## config.mk

```make
export PLATFORM = sky130hd
export DESIGN_NAME = sts_sequencer
export DESIGN_NICKNAME = d
export VERILOG_FILES = /design/src/rtl/sts_pkg.sv /design/src/rtl/sts_delay.sv /design/src/rtl/sts_flasher.sv /design/src/rtl/sts_sequencer.sv
export SDC_FILE = /design/constraint.sdc
export NUM_CORES = 1
export LEC_CHECK = 0
export ABC_AREA = 1
export BUFFER_PORTS_ARGS = -buffer_cell sky130_fd_sc_hd__buf_2
export CORE_ASPECT_RATIO = 1.2
export CORE_MARGIN = 2
export CORE_UTILIZATION = 45
export CTS_BUF_LIST = sky130_fd_sc_hd__clkbuf_4
export CTS_CLUSTER_SIZE = 28
export DETAILED_ROUTE_END_ITERATION = 12
export GPL_TIMING_DRIVEN = 0
export MAX_ROUTING_LAYER = met4
export PLACE_DENSITY = 0.7
export SYNTH_ARGS = -nofsm -noshare
export SYNTH_HDL_FRONTEND = slang
export SYNTH_SLANG_ARGS = --single-unit
```

## constraint.sdc

```tcl
create_clock -name clock -period 3.6 [get_ports clock]
set_clock_uncertainty 0.15 [all_clocks]
set_input_delay 0.36 -clock clock [delete_from_list [all_inputs] [get_ports clock]]
set_output_delay 0.36 -clock clock [all_outputs]
set_load 0.01 [all_outputs]
```

## src/rtl/sts_pkg.sv

```systemverilog
package sts_pkg;

  // clock and the one-second tick
  localparam int unsigned CLOCK_HZ        = 50_000_000;
  localparam int unsigned TICK_SECONDS    = 1;
  localparam int unsigned TICK_CYCLES     = CLOCK_HZ * TICK_SECONDS;
  // 1/2 Hz blink: two seconds a period, one second each phase
  localparam int unsigned BLINK_HZ_DEN    = 2;
  localparam int unsigned BLINK_HALF_TICKS = BLINK_HZ_DEN / 2;

  // delay counter width in bits; the count is in seconds
  localparam int unsigned DELAY_W         = 16;
  localparam logic [15:0] DELAY_ZERO      = 16'h0000;

  // event code flash-out timing, in ticks
  localparam logic [3:0]  FLASH_ON_TICKS  = 4'h1;
  localparam logic [3:0]  FLASH_GAP_TICKS = 4'h3;
  localparam int unsigned CODE_W          = 4;

  typedef struct packed {
    logic under_volt;
    logic over_volt;
    logic freq_bad;
    logic rotation_bad;
    logic phase_loss;
  } sts_sensor_t;

  typedef struct packed {
    logic [15:0] engine_start;
    logic [15:0] transfer;
    logic [15:0] retransfer;
    logic [15:0] transition;
    logic [15:0] cooldown;
  } sts_delays_t;

  typedef struct packed {
    logic health;
    logic src1_avail;
    logic src2_avail;
    logic start_src2;
    logic start_src1;
    logic retransfer;
    logic transfer;
    logic transition;
    logic exerciser;
    logic spare;
  } sts_leds_t;

  typedef enum logic [10:0] {
    ST_ON_SRC1    = 11'h001,
    ST_ES_DELAY   = 11'h002,
    ST_WAIT_SRC2  = 11'h004,
    ST_XFER_DELAY = 11'h008,
    ST_TO_NEUT_A  = 11'h010,
    ST_PT_A       = 11'h020,
    ST_TO_SRC2    = 11'h040,
    ST_ON_SRC2    = 11'h080,
    ST_RXFER_DLY  = 11'h100,
    ST_TO_NEUT_B  = 11'h200,
    ST_PT_B       = 11'h400
  } sts_state_t;

endpackage

```

## src/rtl/sts_delay.sv

```systemverilog
`timescale 1ns/10ps
`default_nettype none
module sts_delay #(
  parameter int unsigned W = 16
) (
  // clock and reset
  input  wire logic         clock,
  input  wire logic         rstn,
  // control
  input  wire logic         load,
  input  wire logic [W-1:0] value,
  input  wire logic         abort,
  input  wire logic         tick,
  // status
  output logic              running,
  output logic              expired
);

  logic [W-1:0] count;

  always_ff @(posedge clock or negedge rstn) begin
    if (!rstn) begin
      count   <= '0;
      running <= 1'b0;
      expired <= 1'b0;
    end else begin
      expired <= 1'b0;
      if (abort) begin
        count   <= '0;
        running <= 1'b0;
      end else if (load) begin
        count   <= value;
        running <= 1'b1;
      end else if (running && count == '0) begin
        // zero setup expires on the next edge without waiting a tick
        running <= 1'b0;
        expired <= 1'b1;
      end else if (running && tick) begin
        count <= count - 1'b1;
      end
    end
  end

endmodule
`default_nettype wire

```

## src/rtl/sts_flasher.sv

```systemverilog
`timescale 1ns/10ps
`default_nettype none
module sts_flasher #(
  parameter int unsigned CW = 4
) (
  // clock and reset
  input  wire logic          clock,
  input  wire logic          rstn,
  // control
  input  wire logic          tick,
  input  wire logic          active,
  input  wire logic [CW-1:0] code,
  // led
  output logic               led
);

  // code flashed as N one-tick pulses, then a longer pause
  logic [CW-1:0] left;
  logic [3:0]    gap;
  logic          phase_on;

  always_ff @(posedge clock or negedge rstn) begin
    if (!rstn) begin
      left     <= '0;
      gap      <= 4'h0;
      phase_on <= 1'b0;
      led      <= 1'b0;
    end else if (!active) begin
      left     <= '0;
      gap      <= 4'h0;
      phase_on <= 1'b0;
      led      <= 1'b0;
    end else if (tick) begin
      if (phase_on) begin
        phase_on <= 1'b0;
        led      <= 1'b0;
      end else if (left != '0) begin
        left     <= left - 1'b1;
        phase_on <= 1'b1;
        led      <= 1'b1;
      end else if (gap != 4'h0) begin
        gap <= gap - 1'b1;
      end else begin
        left <= code;
        gap  <= sts_pkg::FLASH_GAP_TICKS;
      end
    end
  end

endmodule
`default_nettype wire

```

## src/rtl/sts_sequencer.sv

```systemverilog
`timescale 1ns/10ps
`default_nettype none
module sts_sequencer #(
  parameter int unsigned TICK_CYCLES = sts_pkg::TICK_CYCLES,
  parameter int unsigned DW          = sts_pkg::DELAY_W
) (
  // clock and reset
  input  wire logic                 clock,
  input  wire logic                 rstn,
  // source sensing
  input  wire sts_pkg::sts_sensor_t src1_sense,
  input  wire logic                 src2_ok,
  // setup
  input  wire sts_pkg::sts_delays_t delays,
  input  wire logic                 programmed_transition,
  input  wire logic                 gen_to_gen,
  // position switches, high while closed
  input  wire logic                 neutral_limit_on_transfer,
  input  wire logic                 src2_limit_switch,
  input  wire logic                 neutral_limit_on_retransfer,
  input  wire logic                 src1_limit_switch,
  input  wire logic                 at_neutral,
  // events and operator
  input  wire logic                 event_raise,
  input  wire logic [3:0]           event_code,
  input  wire logic                 panel_reset,
  input  wire logic                 exer_switch_toggle,
  input  wire logic                 exer_remote_set,
  input  wire logic                 exer_remote_value,
  input  wire logic                 exercise_period,
  // relays, high energised
  output logic                      engine_start_relay,
  output logic                      transfer_motor_relay,
  output logic                      retransfer_motor_relay,
  output logic                      transition_motor_relay,
  // status
  output logic                      src1_connected,
  output logic                      src2_connected,
  output logic                      event_active,
  output logic                      exerciser_enabled,
  output sts_pkg::sts_leds_t        leds
);

  sts_pkg::sts_state_t state;
  logic [31:0] tick_cnt;
  logic        tick;
  logic        blink;
  logic        src1_ok;
  logic        src2_started;
  logic        cooling;
  logic [3:0]  held_code;
  logic        flash_led;

  logic es_load, es_run, es_exp;
  logic xf_load, xf_run, xf_exp;
  logic rx_load, rx_run, rx_exp;
  logic pt_load, pt_run, pt_exp;
  logic cd_load, cd_run, cd_exp;
  logic es_abort, xf_abort, rx_abort;
  logic [DW-1:0] pt_value;
  logic          pt_counts;

  // any one sensor out of limits is enough to fail the source
  assign src1_ok = ~|src1_sense;

  // one-second tick and the 1/2 Hz blink phase
  always_ff @(posedge clock or negedge rstn) begin
    if (!rstn) begin
      tick_cnt <= 32'h0000_0000;
      tick     <= 1'b0;
    end else if (tick_cnt == TICK_CYCLES - 1) begin
      tick_cnt <= 32'h0000_0000;
      tick     <= 1'b1;
    end else begin
      tick_cnt <= tick_cnt + 32'h0000_0001;
      tick     <= 1'b0;
    end
  end

  always_ff @(posedge clock or negedge rstn) begin
    if (!rstn) begin
      blink <= 1'b0;
    end else if (tick) begin
      blink <= ~blink;
    end
  end

  // delay loads follow state entry; aborts when the cause goes away
  assign es_load  = (state == sts_pkg::ST_ON_SRC1) && !src1_ok;
  assign es_abort = (state == sts_pkg::ST_ES_DELAY) && src1_ok;
  assign xf_load  = (state == sts_pkg::ST_WAIT_SRC2) && src2_ok;
  assign xf_abort = (state == sts_pkg::ST_XFER_DELAY) && !src2_ok;
  assign rx_load  = (state == sts_pkg::ST_ON_SRC2) && src1_ok;
  assign rx_abort = (state == sts_pkg::ST_RXFER_DLY) && !src1_ok;
  assign pt_load  = ((state == sts_pkg::ST_TO_NEUT_A) && !neutral_limit_on_transfer
                     && at_neutral)
                 || ((state == sts_pkg::ST_TO_NEUT_B) && !neutral_limit_on_retransfer
                     && at_neutral);
  assign pt_value = programmed_transition ? delays.transition : sts_pkg::DELAY_ZERO;
  // a zero delay never counts, so its one-cycle run must not flash the led
  assign pt_counts = pt_value != sts_pkg::DELAY_ZERO;
  assign cd_load  = (state == sts_pkg::ST_PT_B) && !src1_limit_switch
                    && transition_motor_relay;

  // one down-counter per delay, all stepping on the shared tick
  sts_delay #(.W(DW)) u_es (
    .clock(clock),
    .rstn(rstn),
    .load(es_load),
    .value(delays.engine_start),
    .abort(es_abort),
    .tick(tick),
    .running(es_run),
    .expired(es_exp)
  );

  sts_delay #(.W(DW)) u_xf (
    .clock(clock),
    .rstn(rstn),
    .load(xf_load),
    .value(delays.transfer),
    .abort(xf_abort),
    .tick(tick),
    .running(xf_run),
    .expired(xf_exp)
  );

  sts_delay #(.W(DW)) u_rx (
    .clock(clock),
    .rstn(rstn),
    .load(rx_load),
    .value(delays.retransfer),
    .abort(rx_abort),
    .tick(tick),
    .running(rx_run),
    .expired(rx_exp)
  );

  sts_delay #(.W(DW)) u_pt (
    .clock(clock),
    .rstn(rstn),
    .load(pt_load),
    .value(pt_value),
    .abort(1'b0),
    .tick(tick),
    .running(pt_run),
    .expired(pt_exp)
  );

  sts_delay #(.W(DW)) u_cd (
    .clock(clock),
    .rstn(rstn),
    .load(cd_load),
    .value(delays.cooldown),
    .abort(src1_sense != '0 && cooling),
    .tick(tick),
    .running(cd_run),
    .expired(cd_exp)
  );

  // sequence state
  always_ff @(posedge clock or negedge rstn) begin
    if (!rstn) begin
      state <= sts_pkg::ST_ON_SRC1;
    end else begin
      case (state)
        sts_pkg::ST_ON_SRC1: begin
          if (!src1_ok) state <= sts_pkg::ST_ES_DELAY;
        end
        sts_pkg::ST_ES_DELAY: begin
          if (src1_ok) state <= sts_pkg::ST_ON_SRC1;
          else if (es_exp) state <= sts_pkg::ST_WAIT_SRC2;
        end
        sts_pkg::ST_WAIT_SRC2: begin
          if (src2_ok) state <= sts_pkg::ST_XFER_DELAY;
        end
        sts_pkg::ST_XFER_DELAY: begin
          // a dip in source two restarts its stabilising wait
          if (!src2_ok) state <= sts_pkg::ST_WAIT_SRC2;
          else if (xf_exp) state <= sts_pkg::ST_TO_NEUT_A;
        end
        sts_pkg::ST_TO_NEUT_A: begin
          if (pt_load) state <= sts_pkg::ST_PT_A;
        end
        sts_pkg::ST_PT_A: begin
          if (!transition_motor_relay || src2_limit_switch) state <= state;
          else state <= sts_pkg::ST_PT_A;
          if (transition_motor_relay && !src2_limit_switch)
            state <= sts_pkg::ST_ON_SRC2;
        end
        sts_pkg::ST_ON_SRC2: begin
          if (src1_ok) state <= sts_pkg::ST_RXFER_DLY;
        end
        sts_pkg::ST_RXFER_DLY: begin
          // a dip in source one keeps source two on the load
          if (!src1_ok) state <= sts_pkg::ST_ON_SRC2;
          else if (rx_exp) state <= sts_pkg::ST_TO_NEUT_B;
        end
        sts_pkg::ST_TO_NEUT_B: begin
          if (pt_load) state <= sts_pkg::ST_PT_B;
        end
        sts_pkg::ST_PT_B: begin
          if (transition_motor_relay && !src1_limit_switch)
            state <= sts_pkg::ST_ON_SRC1;
        end
        default: state <= sts_pkg::ST_ON_SRC1;
      endcase
    end
  end

  // motor relays: energised until the matching limit switch opens
  // limitation: a stalled motor keeps its relay up; no travel timeout here
  always_ff @(posedge clock or negedge rstn) begin
    if (!rstn) begin
      transfer_motor_relay   <= 1'b0;
      retransfer_motor_relay <= 1'b0;
      transition_motor_relay <= 1'b0;
    end else begin
      transfer_motor_relay <= (state == sts_pkg::ST_TO_NEUT_A)
                              && neutral_limit_on_transfer;
      retransfer_motor_relay <= (state == sts_pkg::ST_TO_NEUT_B)
                                && neutral_limit_on_retransfer;
      if (pt_exp && (state == sts_pkg::ST_PT_A || state == sts_pkg::ST_PT_B))
        transition_motor_relay <= 1'b1;
      else if ((state == sts_pkg::ST_PT_A && !src2_limit_switch)
               || (state == sts_pkg::ST_PT_B && !src1_limit_switch)
               || state == sts_pkg::ST_TO_NEUT_A || state == sts_pkg::ST_TO_NEUT_B)
        transition_motor_relay <= 1'b0;
    end
  end

  // generator start; the relay is released to start
  always_ff @(posedge clock or negedge rstn) begin
    if (!rstn) begin
      src2_started <= 1'b0;
      cooling      <= 1'b0;
    end else begin
      if (es_exp && !src1_ok) src2_started <= 1'b1;
      else if (cd_exp) src2_started <= 1'b0;
      if (cd_load) cooling <= 1'b1;
      else if (cd_exp) cooling <= 1'b0;
    end
  end

  assign engine_start_relay = ~src2_started;

  // connected indications
  // each flag moves only at a confirmed limit, never on the relay alone
  always_ff @(posedge clock or negedge rstn) begin
    if (!rstn) begin
      src1_connected <= 1'b1;
      src2_connected <= 1'b0;
    end else begin
      if (state == sts_pkg::ST_TO_NEUT_A && !neutral_limit_on_transfer)
        src1_connected <= 1'b0;
      else if (state == sts_pkg::ST_PT_B && transition_motor_relay && !src1_limit_switch)
        src1_connected <= 1'b1;
      if (state == sts_pkg::ST_PT_A && transition_motor_relay && !src2_limit_switch)
        src2_connected <= 1'b1;
      else if (state == sts_pkg::ST_TO_NEUT_B && !neutral_limit_on_retransfer)
        src2_connected <= 1'b0;
    end
  end

  // events: raise wins over acknowledge in the same cycle
  // only the latest code is held; a second raise overwrites the first
  always_ff @(posedge clock or negedge rstn) begin
    if (!rstn) begin
      event_active <= 1'b0;
      held_code    <= 4'h0;
    end else if (event_raise) begin
      event_active <= 1'b1;
      held_code    <= event_code;
    end else if (panel_reset) begin
      event_active <= 1'b0;
    end
  end

  sts_flasher #(.CW(sts_pkg::CODE_W)) u_flash (
    .clock(clock),
    .rstn(rstn),
    .tick(tick),
    .active(event_active),
    .code(held_code),
    .led(flash_led)
  );

  // exerciser enable; remote write wins over the local toggle
  always_ff @(posedge clock or negedge rstn) begin
    if (!rstn) begin
      exerciser_enabled <= 1'b0;
    end else if (exer_remote_set) begin
      exerciser_enabled <= exer_remote_value;
    end else if (exer_switch_toggle) begin
      exerciser_enabled <= ~exerciser_enabled;
    end
  end

  // indicators
  always_ff @(posedge clock or negedge rstn) begin
    if (!rstn) begin
      leds <= '0;
    end else begin
      leds.health     <= event_active ? flash_led : blink;
      leds.src1_avail <= src1_ok;
      leds.src2_avail <= src2_ok;
      leds.start_src2 <= es_run ? blink : src2_started;
      // start-B: held dark in every mode; gen_to_gen and es_run are masked by a constant zero
      leds.start_src1 <= gen_to_gen && es_run && 1'b0;
      leds.retransfer <= rx_run ? blink : retransfer_motor_relay;
      leds.transfer   <= xf_run ? blink : transfer_motor_relay;
      leds.transition <= pt_run && pt_counts && blink;
      leds.exerciser  <= exerciser_enabled
                         && (exercise_period ? blink : 1'b1);
      leds.spare      <= 1'b0;
    end
  end

endmodule
`default_nettype wire

```

==> results by group, run 1 <==
STA
  • RSZ-0062 raised after global routing: no
  • Worst-margin pin slew: 650 ps
  • Finish-stage setup viols: 0
  • Worst Hold Margin: 12.5 ps
  • Setup TNS: 0 ps
  • Fin crit share: 76.3%
  • Fin crit period: 2750 ps
  • Fmax: 364 MHz
  • Final Hold Fails: 0
  • Max-slew headroom: 56.7%
  • Final Max Slew Viols: 0

Synthesis
  • Synth warnings: 0
  • Seq/Total Area, Yosys: 39.3%
  • Async SR Flop Fraction: 100%
  • Distinct cells, synth: 49
  • Synthesized cell area: 0.0105 sq mm
  • Post-synth top flop: dfrtp_1
  • Top cell type's share of synthesized area: 38.8%
  • Number of synthesized flops with an enable pin: 0
  • Biggest area consumer among synthesized cells: dfrtp_1
  • Synthesized flop and latch total: 165
  • Mapped Cells: 1483
  • Synth area leaders: dfrtp_1 (39%), nand2_1 (15%), nor2_1 (6.5%), inv_1 (6.1%), nand3_1 (5.8%)
  • Syn Area/Cell: 7.09 sq um

Die
  • CORE AREA: 0.0230 sq mm
  • Die W: 144 um
  • Initial core utilization: 45.6%
  • Core Rows: 61
  • Total Die Area: 0.0246 sq mm
  • Num ports: 123
  • Die height: 171 um

Detailed routing
  • Initial DRC Count: 724
  • Via count: 10300
  • Final ANT Viol Nets: 0
  • WL final: 27.3 mm
  • Drt wl/cell: 13.3 um
  • Drt pass-1 iters: 8
  • Drt via density: 5.04
  • DRC viols: 0

Flow run
  • Maxcap violations: 0

GRT
  • GRT Total Usage: 23.4%
  • First-pass GRT wire length: 45.0 mm
  • Remaining global-route overflow: 0
  • Vias in the first global route: 9788
  • Initial antenna violation count: 1
  • Largest net degree at the start of global routing: 117

Place
  • Placer Congestion: 0.912
  • HPWL Detailed: 19.8 mm
  • IO buf count: 117

Min path
  • Hold WC Path Type: input pin to register

Pwr
  • PwrDens: 422 mW/mm^2
  • Psw: 2.18 mW
  • Sequential Power Share: 43.5%
  • Clock power frac: 18.5%
  • VDD IR-drop max: 0.000359 V
  • Sw Ratio: 40.5%
  • Cell internal pwr: 3.21 mW
  • Gate power share: 38.0%
  • Pleak: 6.46 nW

Setup path
  • CP max stage cell: dlygate4sd3_1
  • Type of element launching the critical path: input pin
  • Worst Path Required: 3940 ps
  • CP peak stage delay: 580 ps
  • Crit path max fanout: 10
  • CP arrival: 3080 ps
  • Cell mode on critical path: dlygate4sd3_1
  • Critical-path cell list: dlygate4sd3_1, buf_2, nor2_1, dlygate4sd3_1, inv_1, nor2_4, nand4_1, or2_2, o21ai_0, o21ai_1
  • Crit. End Element: register
  • CP Class: input pin to register

Cells and area
  • Share of layout cells above drive strength 1: 13.3%
  • Reg area: 0.00413 sq mm
  • Nets: 1839
  • Area Overhead vs Synth: 21.3%
  • Footprint of the multi-input gates: 0.00552 sq mm
  • Final Core Density: 55.4%
  • Fillers: 2221

Clocking
  • Post-CTS sizing: 0
  • Clock root cell: clkbuf_4
  • TritonCTS clock tree: done
  • Worst skew pair latency: 590 ps
  • CTS sink cnt: 165
  • CTS Buffer Depth: 2
  • H-tree depth: 4
  • CTS Buf Count: 17
  • Worst-path clk slew: 140 ps

Run status
  • Status: finished, final reports clean
## path summary, 6_finish.rpt
path	cells after the start	to	from	slack [ps]
worst max-delay path	10	u_rx.count[6]$_DFFE_PN0P_	src1_sense[0]	850
worst min-delay path	5	u_rx.count[1]$_DFFE_PN0P_	delays[33]	10
worst max register to register	10	tick_cnt[26]$_DFF_PN0_	tick_cnt[0]$_DFF_PN0_	1390
worst min register to register	1	src2_started$_DFFE_PN0P_	u_cd.expired$_DFF_PN0_	320
max in group asynchronous	3	state[2]$_DFFE_PN0P_	rstn	2290
min in group asynchronous	2	u_flash.left[2]$_DFFE_PN0P_	rstn	90
## worst max-delay path: cells and delay by family
kind / cells / cell delay (ps)
and+or+nand+nor: 4 / 1260
AOI/OAI and AO/OA: 2 / 150
buffers and inverters: 4 / 1290
## cell usage in the layout, fill, tap and decap left out, types with 3 or more instances in the layout
cell type      synthesis  routed
clkbuf_1               7       7
clkinvlp_4             0       4
clkinv_2               1       4
inv_2                 11      11
o21ai_0               84      84
a21boi_0               4       4
inv_6                  0       3
nand4_1               27      27
buf_4                  6       6
inv_1                171     171
clkbuf_4               0      18
nand3_2                8       8
o22ai_1               12      12
o21bai_2               4       4
or2_2                  4       4
dlygate4sd3_1          0      98
nor3b_1                5       5
nor3_1                39      39
a21oi_1                9       9
xor2_1                55      55
nand2_1              433     433
buf_2                  6     122
nand2_4                6       6
nand2_2                4       4
ha_1                  15      15
o21ai_1               31      31
nor2_2                11      11
nor2_1               182     182
xnor2_1               21      21
nand3_1              121     121
buf_6                  7       7
dfrtp_1              163     163
nor2_4                 4       4
nor4_1                 6       6
## per-layer routing
metal / routed length (um) / GRT usage (%)
met5: 0 / -
met4: 631 / 7.97
met3: 1200 / 3.48
met2: 13500 / 39.9
met1: 11900 / 28.3
## sequential cells by signal, summed over array words and instances (netlist names), 8 cells and up
register / flops
u_rx.count: 16
u_xf.count: 16
u_pt.count: 16
leds: 8
state: 10
u_es.count: 16
tick_cnt: 32
u_cd.count: 16
## final cells by class
| cell class | instances | area share (%) |
|---|---|---|
| antenna | 1 | 0.0196 |
| buffer | 27 | 1.44 |
| clock buffer | 18 | 1.06 |
| clock inverter | 14 | 0.814 |
| inverter | 183 | 5.39 |
| multi-input combinational | 1109 | 43.3 |
| sequential | 165 | 32.4 |
| tap | 315 | 3.09 |
| timing repair buffer | 216 | 12.6 |
## power groups by stage
stage,combinational [mW],sequential [mW],clock [mW]
6_report,2.05,2.35,0.994
5_1_grt,2.35,2.38,1.10
4_1_cts,2.03,2.34,1.03
3_5_place_dp,1.95,2.38,0
3_3_place_gp,1.90,2.37,0
2_1_floorplan,1.49,2.33,0
## through the flow
stage | total power [mW] | area [sq um] | instances | worst slack, ps
final | 5.39 | 12800 | 2048 | 854
after global routing | 5.83 | 12800 | 2048 | 827
after floorplan | 3.82 | 10500 | 1484 | 1800
after global placement | 4.27 | 11500 | 1916 | -678
after detailed placement | 4.32 | 11500 | 1917 | 1340
after CTS | 5.41 | 12800 | 2047 | 923
## synth_stat cells (all sizes together) (3+ instances only)
master    n
o211ai    3
o22ai    12
xor2     55
nor3b     5
nor3     40
nor2    198
nand2   443
nand3   130
buf      20
a21boi    4
nor4      6
dfrtp   163
clkbuf    7
o21bai    6
o21ai   117
a21oi     9
ha       15
xnor2    21
inv     182
or2       4
nand4    27
## logic make-up (layout without fill, tap and decap cells)
group / count (synthesis) / count (layout) / synth area share [%]
simple gates: 858 / 858 / 35.7
other cells: 1 / 3 / 0.0356
flops: 165 / 165 / 39.3
fa+ha+maj: 15 / 15 / 1.78
compound gates: 157 / 157 / 8.46
mux: 1 / 1 / 0.107
buf+inv: 210 / 458 / 8.29
xor+xnor: 76 / 76 / 6.33
## timing repair
item	in CTS	in global routing
hold buffers	98	0
setup buffers	0	0
endpoints found under the hold margin	135	0
endpoints found under the setup margin	0	0
(Power assumes the default switching activity.)
==> run 2, diff against run 1 <==
--- a/config.mk
+++ b/config.mk
@@ -15,7 +15,7 @@
 export DETAILED_ROUTE_END_ITERATION = 12
 export GPL_TIMING_DRIVEN = 0
 export MAX_ROUTING_LAYER = met4
-export PLACE_DENSITY = 0.7
+export PLACE_DENSITY = 0.73
 export SYNTH_ARGS = -nofsm -noshare
 export SYNTH_HDL_FRONTEND = slang
 export SYNTH_SLANG_ARGS = --single-unit
==> constraint.sdc (replaced) <==
create_clock -name clock -period 2.4 [get_ports clock]
set_clock_uncertainty 0.15 [all_clocks]
set_input_delay 0.24 -clock clock [delete_from_list [all_inputs] [get_ports clock]]
set_output_delay 0.24 -clock clock [all_outputs]
set_load 0.01 [all_outputs]
==> run 2 against run 1 <==
  * The flow now finishes with violations (hold timing)
  * Sequential power is 50% higher
  * Sequential share of layout area is 0.65 points lower
  * Final cell count is 0.88% higher
  * Final area is 2.0% higher
  * Clock power is 80% higher
  * Combinational power is 54% higher
  * Critical path depth is 1 lower
  * First-iteration DRC count is 2.2% higher
  * Largest cell class unchanged
  * Worst setup slack worse by 710 ps
  * Register-to-register slack worse by 1200 ps
  * Clock-buffer cell count is 1 higher
  * Critical endpoint is now transition_motor_relay$_DFFE_PN0P_
  * Sequential cell count stayed put
==> results by group, run 2 (synthesis results as in run 1) <==
Setup path
  • Worst Path Required: 2760 ps
  • Worst path bufs/invs: 2
  • CP peak stage delay: 570 ps
  • R2R Setup Slk: 140 ps
  • CP max stage cell: dlygate4sd3_1
  • Cell mode on critical path: nand2_1
  • Crit path max fanout: 9
  • Type of element launching the critical path: register
  • Crit. End Element: register
  • Critical-path cell list: nor2_4, nand2_4, nor2_8, nand2_1, nand2_1, inv_1, o2111ai_1, dlygate4sd3_1, nand2_1
  • CP Class: register to register
  • CP top delay family: simple AND/OR/NAND/NOR gates
  • CP arrival: 2620 ps
  • Critical Path Source: state[4]$_DFFE_PN0P_
  • FF-to-FF Start: state[4]$_DFFE_PN0P_

Die
  • Core Rows: 61
  • Die W: 144 um
  • Initial core utilization: 45.6%
  • Die height: 171 um
  • Total Die Area: 0.0246 sq mm
  • CORE AREA: 0.0230 sq mm
  • Num ports: 123

STA
  • Fmax: 443 MHz
  • Final Max Slew Viols: 0
  • Finish-stage setup viols: 0
  • Final Hold Fails: 1
  • Fin crit period: 2260 ps
  • Worst Hold Margin: -2.80 ps
  • Fin crit share: 94.1%
  • Max-slew headroom: 44.3%
  • Worst-margin pin slew: 836 ps
  • Worst setup margin: 142 ps
  • Setup TNS: 0 ps
  • RSZ-0062 raised after global routing: no

Place
  • HPWL Detailed: 20.4 mm
  • Dpl ws: 223 ps
  • DP Cell Count: 1917
  • IO buf count: 117
  • Placer Congestion: 0.940

Clocking
  • Worst skew pair latency: 590 ps
  • H-tree depth: 4
  • Worst-path clk slew: 150 ps
  • TritonCTS clock tree: done
  • Clock root cell: clkbuf_4
  • CTS Buf Count: 17
  • CTS sink cnt: 165
  • CTS Buffer Depth: 2

Pwr
  • Psw: 3.32 mW
  • Sw Ratio: 39.2%
  • Overall Power: 8.47 mW
  • Pleak: 6.55 nW
  • VDD IR-drop max: 0.000479 V
  • Clock power frac: 21.2%
  • Sequential Power Share: 41.6%
  • PwrDens: 650 mW/mm^2
  • Cell internal pwr: 5.15 mW
  • Gate power share: 37.2%

Detailed routing
  • Initial DRC Count: 740
  • DRC viols: 0
  • Drt pass-1 iters: 5
  • Final ANT Viol Nets: 0
  • Via count: 10500
  • Drt wl/cell: 14.0 um
  • WL final: 28.9 mm
  • Drt via density: 5.08

Cells and area
  • Area Overhead vs Synth: 23.8%
  • Max FFs per register: 32
  • Nets: 1857
  • Commonest non-fill, non-tap cell in the layout: nand2_1
  • Share of layout cells above drive strength 1: 13.4%
  • Largest reg by FF count: tick_cnt
  • Most frequent cells in the layout: nand2_1 (433), nor2_1 (182), inv_1 (170)
  • Non-Filler Instances: 2066
  • Fillers: 2142

GRT
  • Remaining global-route overflow: 0
  • First-pass GRT wire length: 46.9 mm
  • Vias in the first global route: 9878
  • Largest net degree at the start of global routing: 88
  • GRT Total Usage: 24.6%
  • Initial antenna violation count: 1

Min path
  • Source of the worst hold timing path: src1_sense[4]
  • Hold WC Path Type: input pin to register

Run status
  • Status: finished, violations left
  • Failing checks: hold timing

Flow run
  • Maxcap violations: 0
[run 2: changes by cell type in the layout (fill, tap and decap cells not counted), moves of 3 or more]
cell,delta
dlygate4sd3_1,+16
clkinvlp_4,+3
bufinv_16,+3
clkinv_2,-3
nor2_2,-3
nor2_4,+3
[run 2: repair_timing]
action | in CTS | in global routing
resized for setup | 0 | 5
hold buffers | 115 | 0
endpoints found under the hold margin | 192 | 0
buffers inserted | 0 | 2
endpoints found under the setup margin | 0 | 12
[run 2: worst register-to-register path: stages, from the launching register on]
cell and delay (ps):
dfrtp_1 460, nor2_4 200, nand2_4 150, nor2_8 190, nand2_1 100, nand2_1 130, inv_1 80, o2111ai_1 80
dlygate4sd3_1 570, nand2_1 50
[run 2: routing by layer]
metal	part of all wire (%)	track usage (%)	routed length [um]	up-vias
li1	-	-	-	5234
met1	44	30.3	12700	4890
met2	49	40.9	14300	313
met3	4.3	3.79	1250	63
met4	2.5	8.95	720	0
met5	0	-	0	-
[run 2: worst paths after layout]
check | end | cells after the start
setup / recovery | transition_motor_relay$_DFFE_PN0P_ | 9
hold / removal | state[1]$_DFFE_PN0P_ | 5
setup reg to reg | transition_motor_relay$_DFFE_PN0P_ | 9
hold reg to reg | cooling$_DFFE_PN0P_ | 1
max in group asynchronous | src1_connected$_DFFE_PN1P_ | 3
min in group asynchronous | u_flash.gap[2]$_DFFE_PN0P_ | 2
[run 2: stage by stage]
stage | instance area [sq um] | hold slack, ps | util (%)
after floorplan | 10500 | -206 | -
after global placement | 11500 | 276 | 49.9
after detailed placement | 11500 | 161 | 50.1
after CTS | 13000 | 6.58 | 56.4
after global routing | 13000 | 19.1 | 56.5
final | 13000 | -2.80 | 56.5
[run 2: cell type report]
class | instances | area (sq um) | share of cell area [%]
diodes | 2 | 5.00 | 0.0384
plain buffers | 27 | 184 | 1.41
clock buffers | 19 | 143 | 1.10
clock inverters | 12 | 156 | 1.20
inverters | 183 | 692 | 5.31
multi-input cells | 1109 | 5540 | 42.5
flip-flops and latches | 165 | 4130 | 31.7
well taps | 315 | 394 | 3.03
repair buffers | 234 | 1780 | 13.7
[run 2: power groups by stage]
stage / clock (mW) / combinational [mW] / sequential (mW)
2_1_floorplan: 0 / 2.24 / 3.49
3_3_place_gp: 0 / 2.84 / 3.55
5_1_grt: 1.97 / 3.58 / 3.58
3_5_place_dp: 0 / 2.94 / 3.56
4_1_cts: 1.84 / 3.11 / 3.51
6_report: 1.79 / 3.15 / 3.52
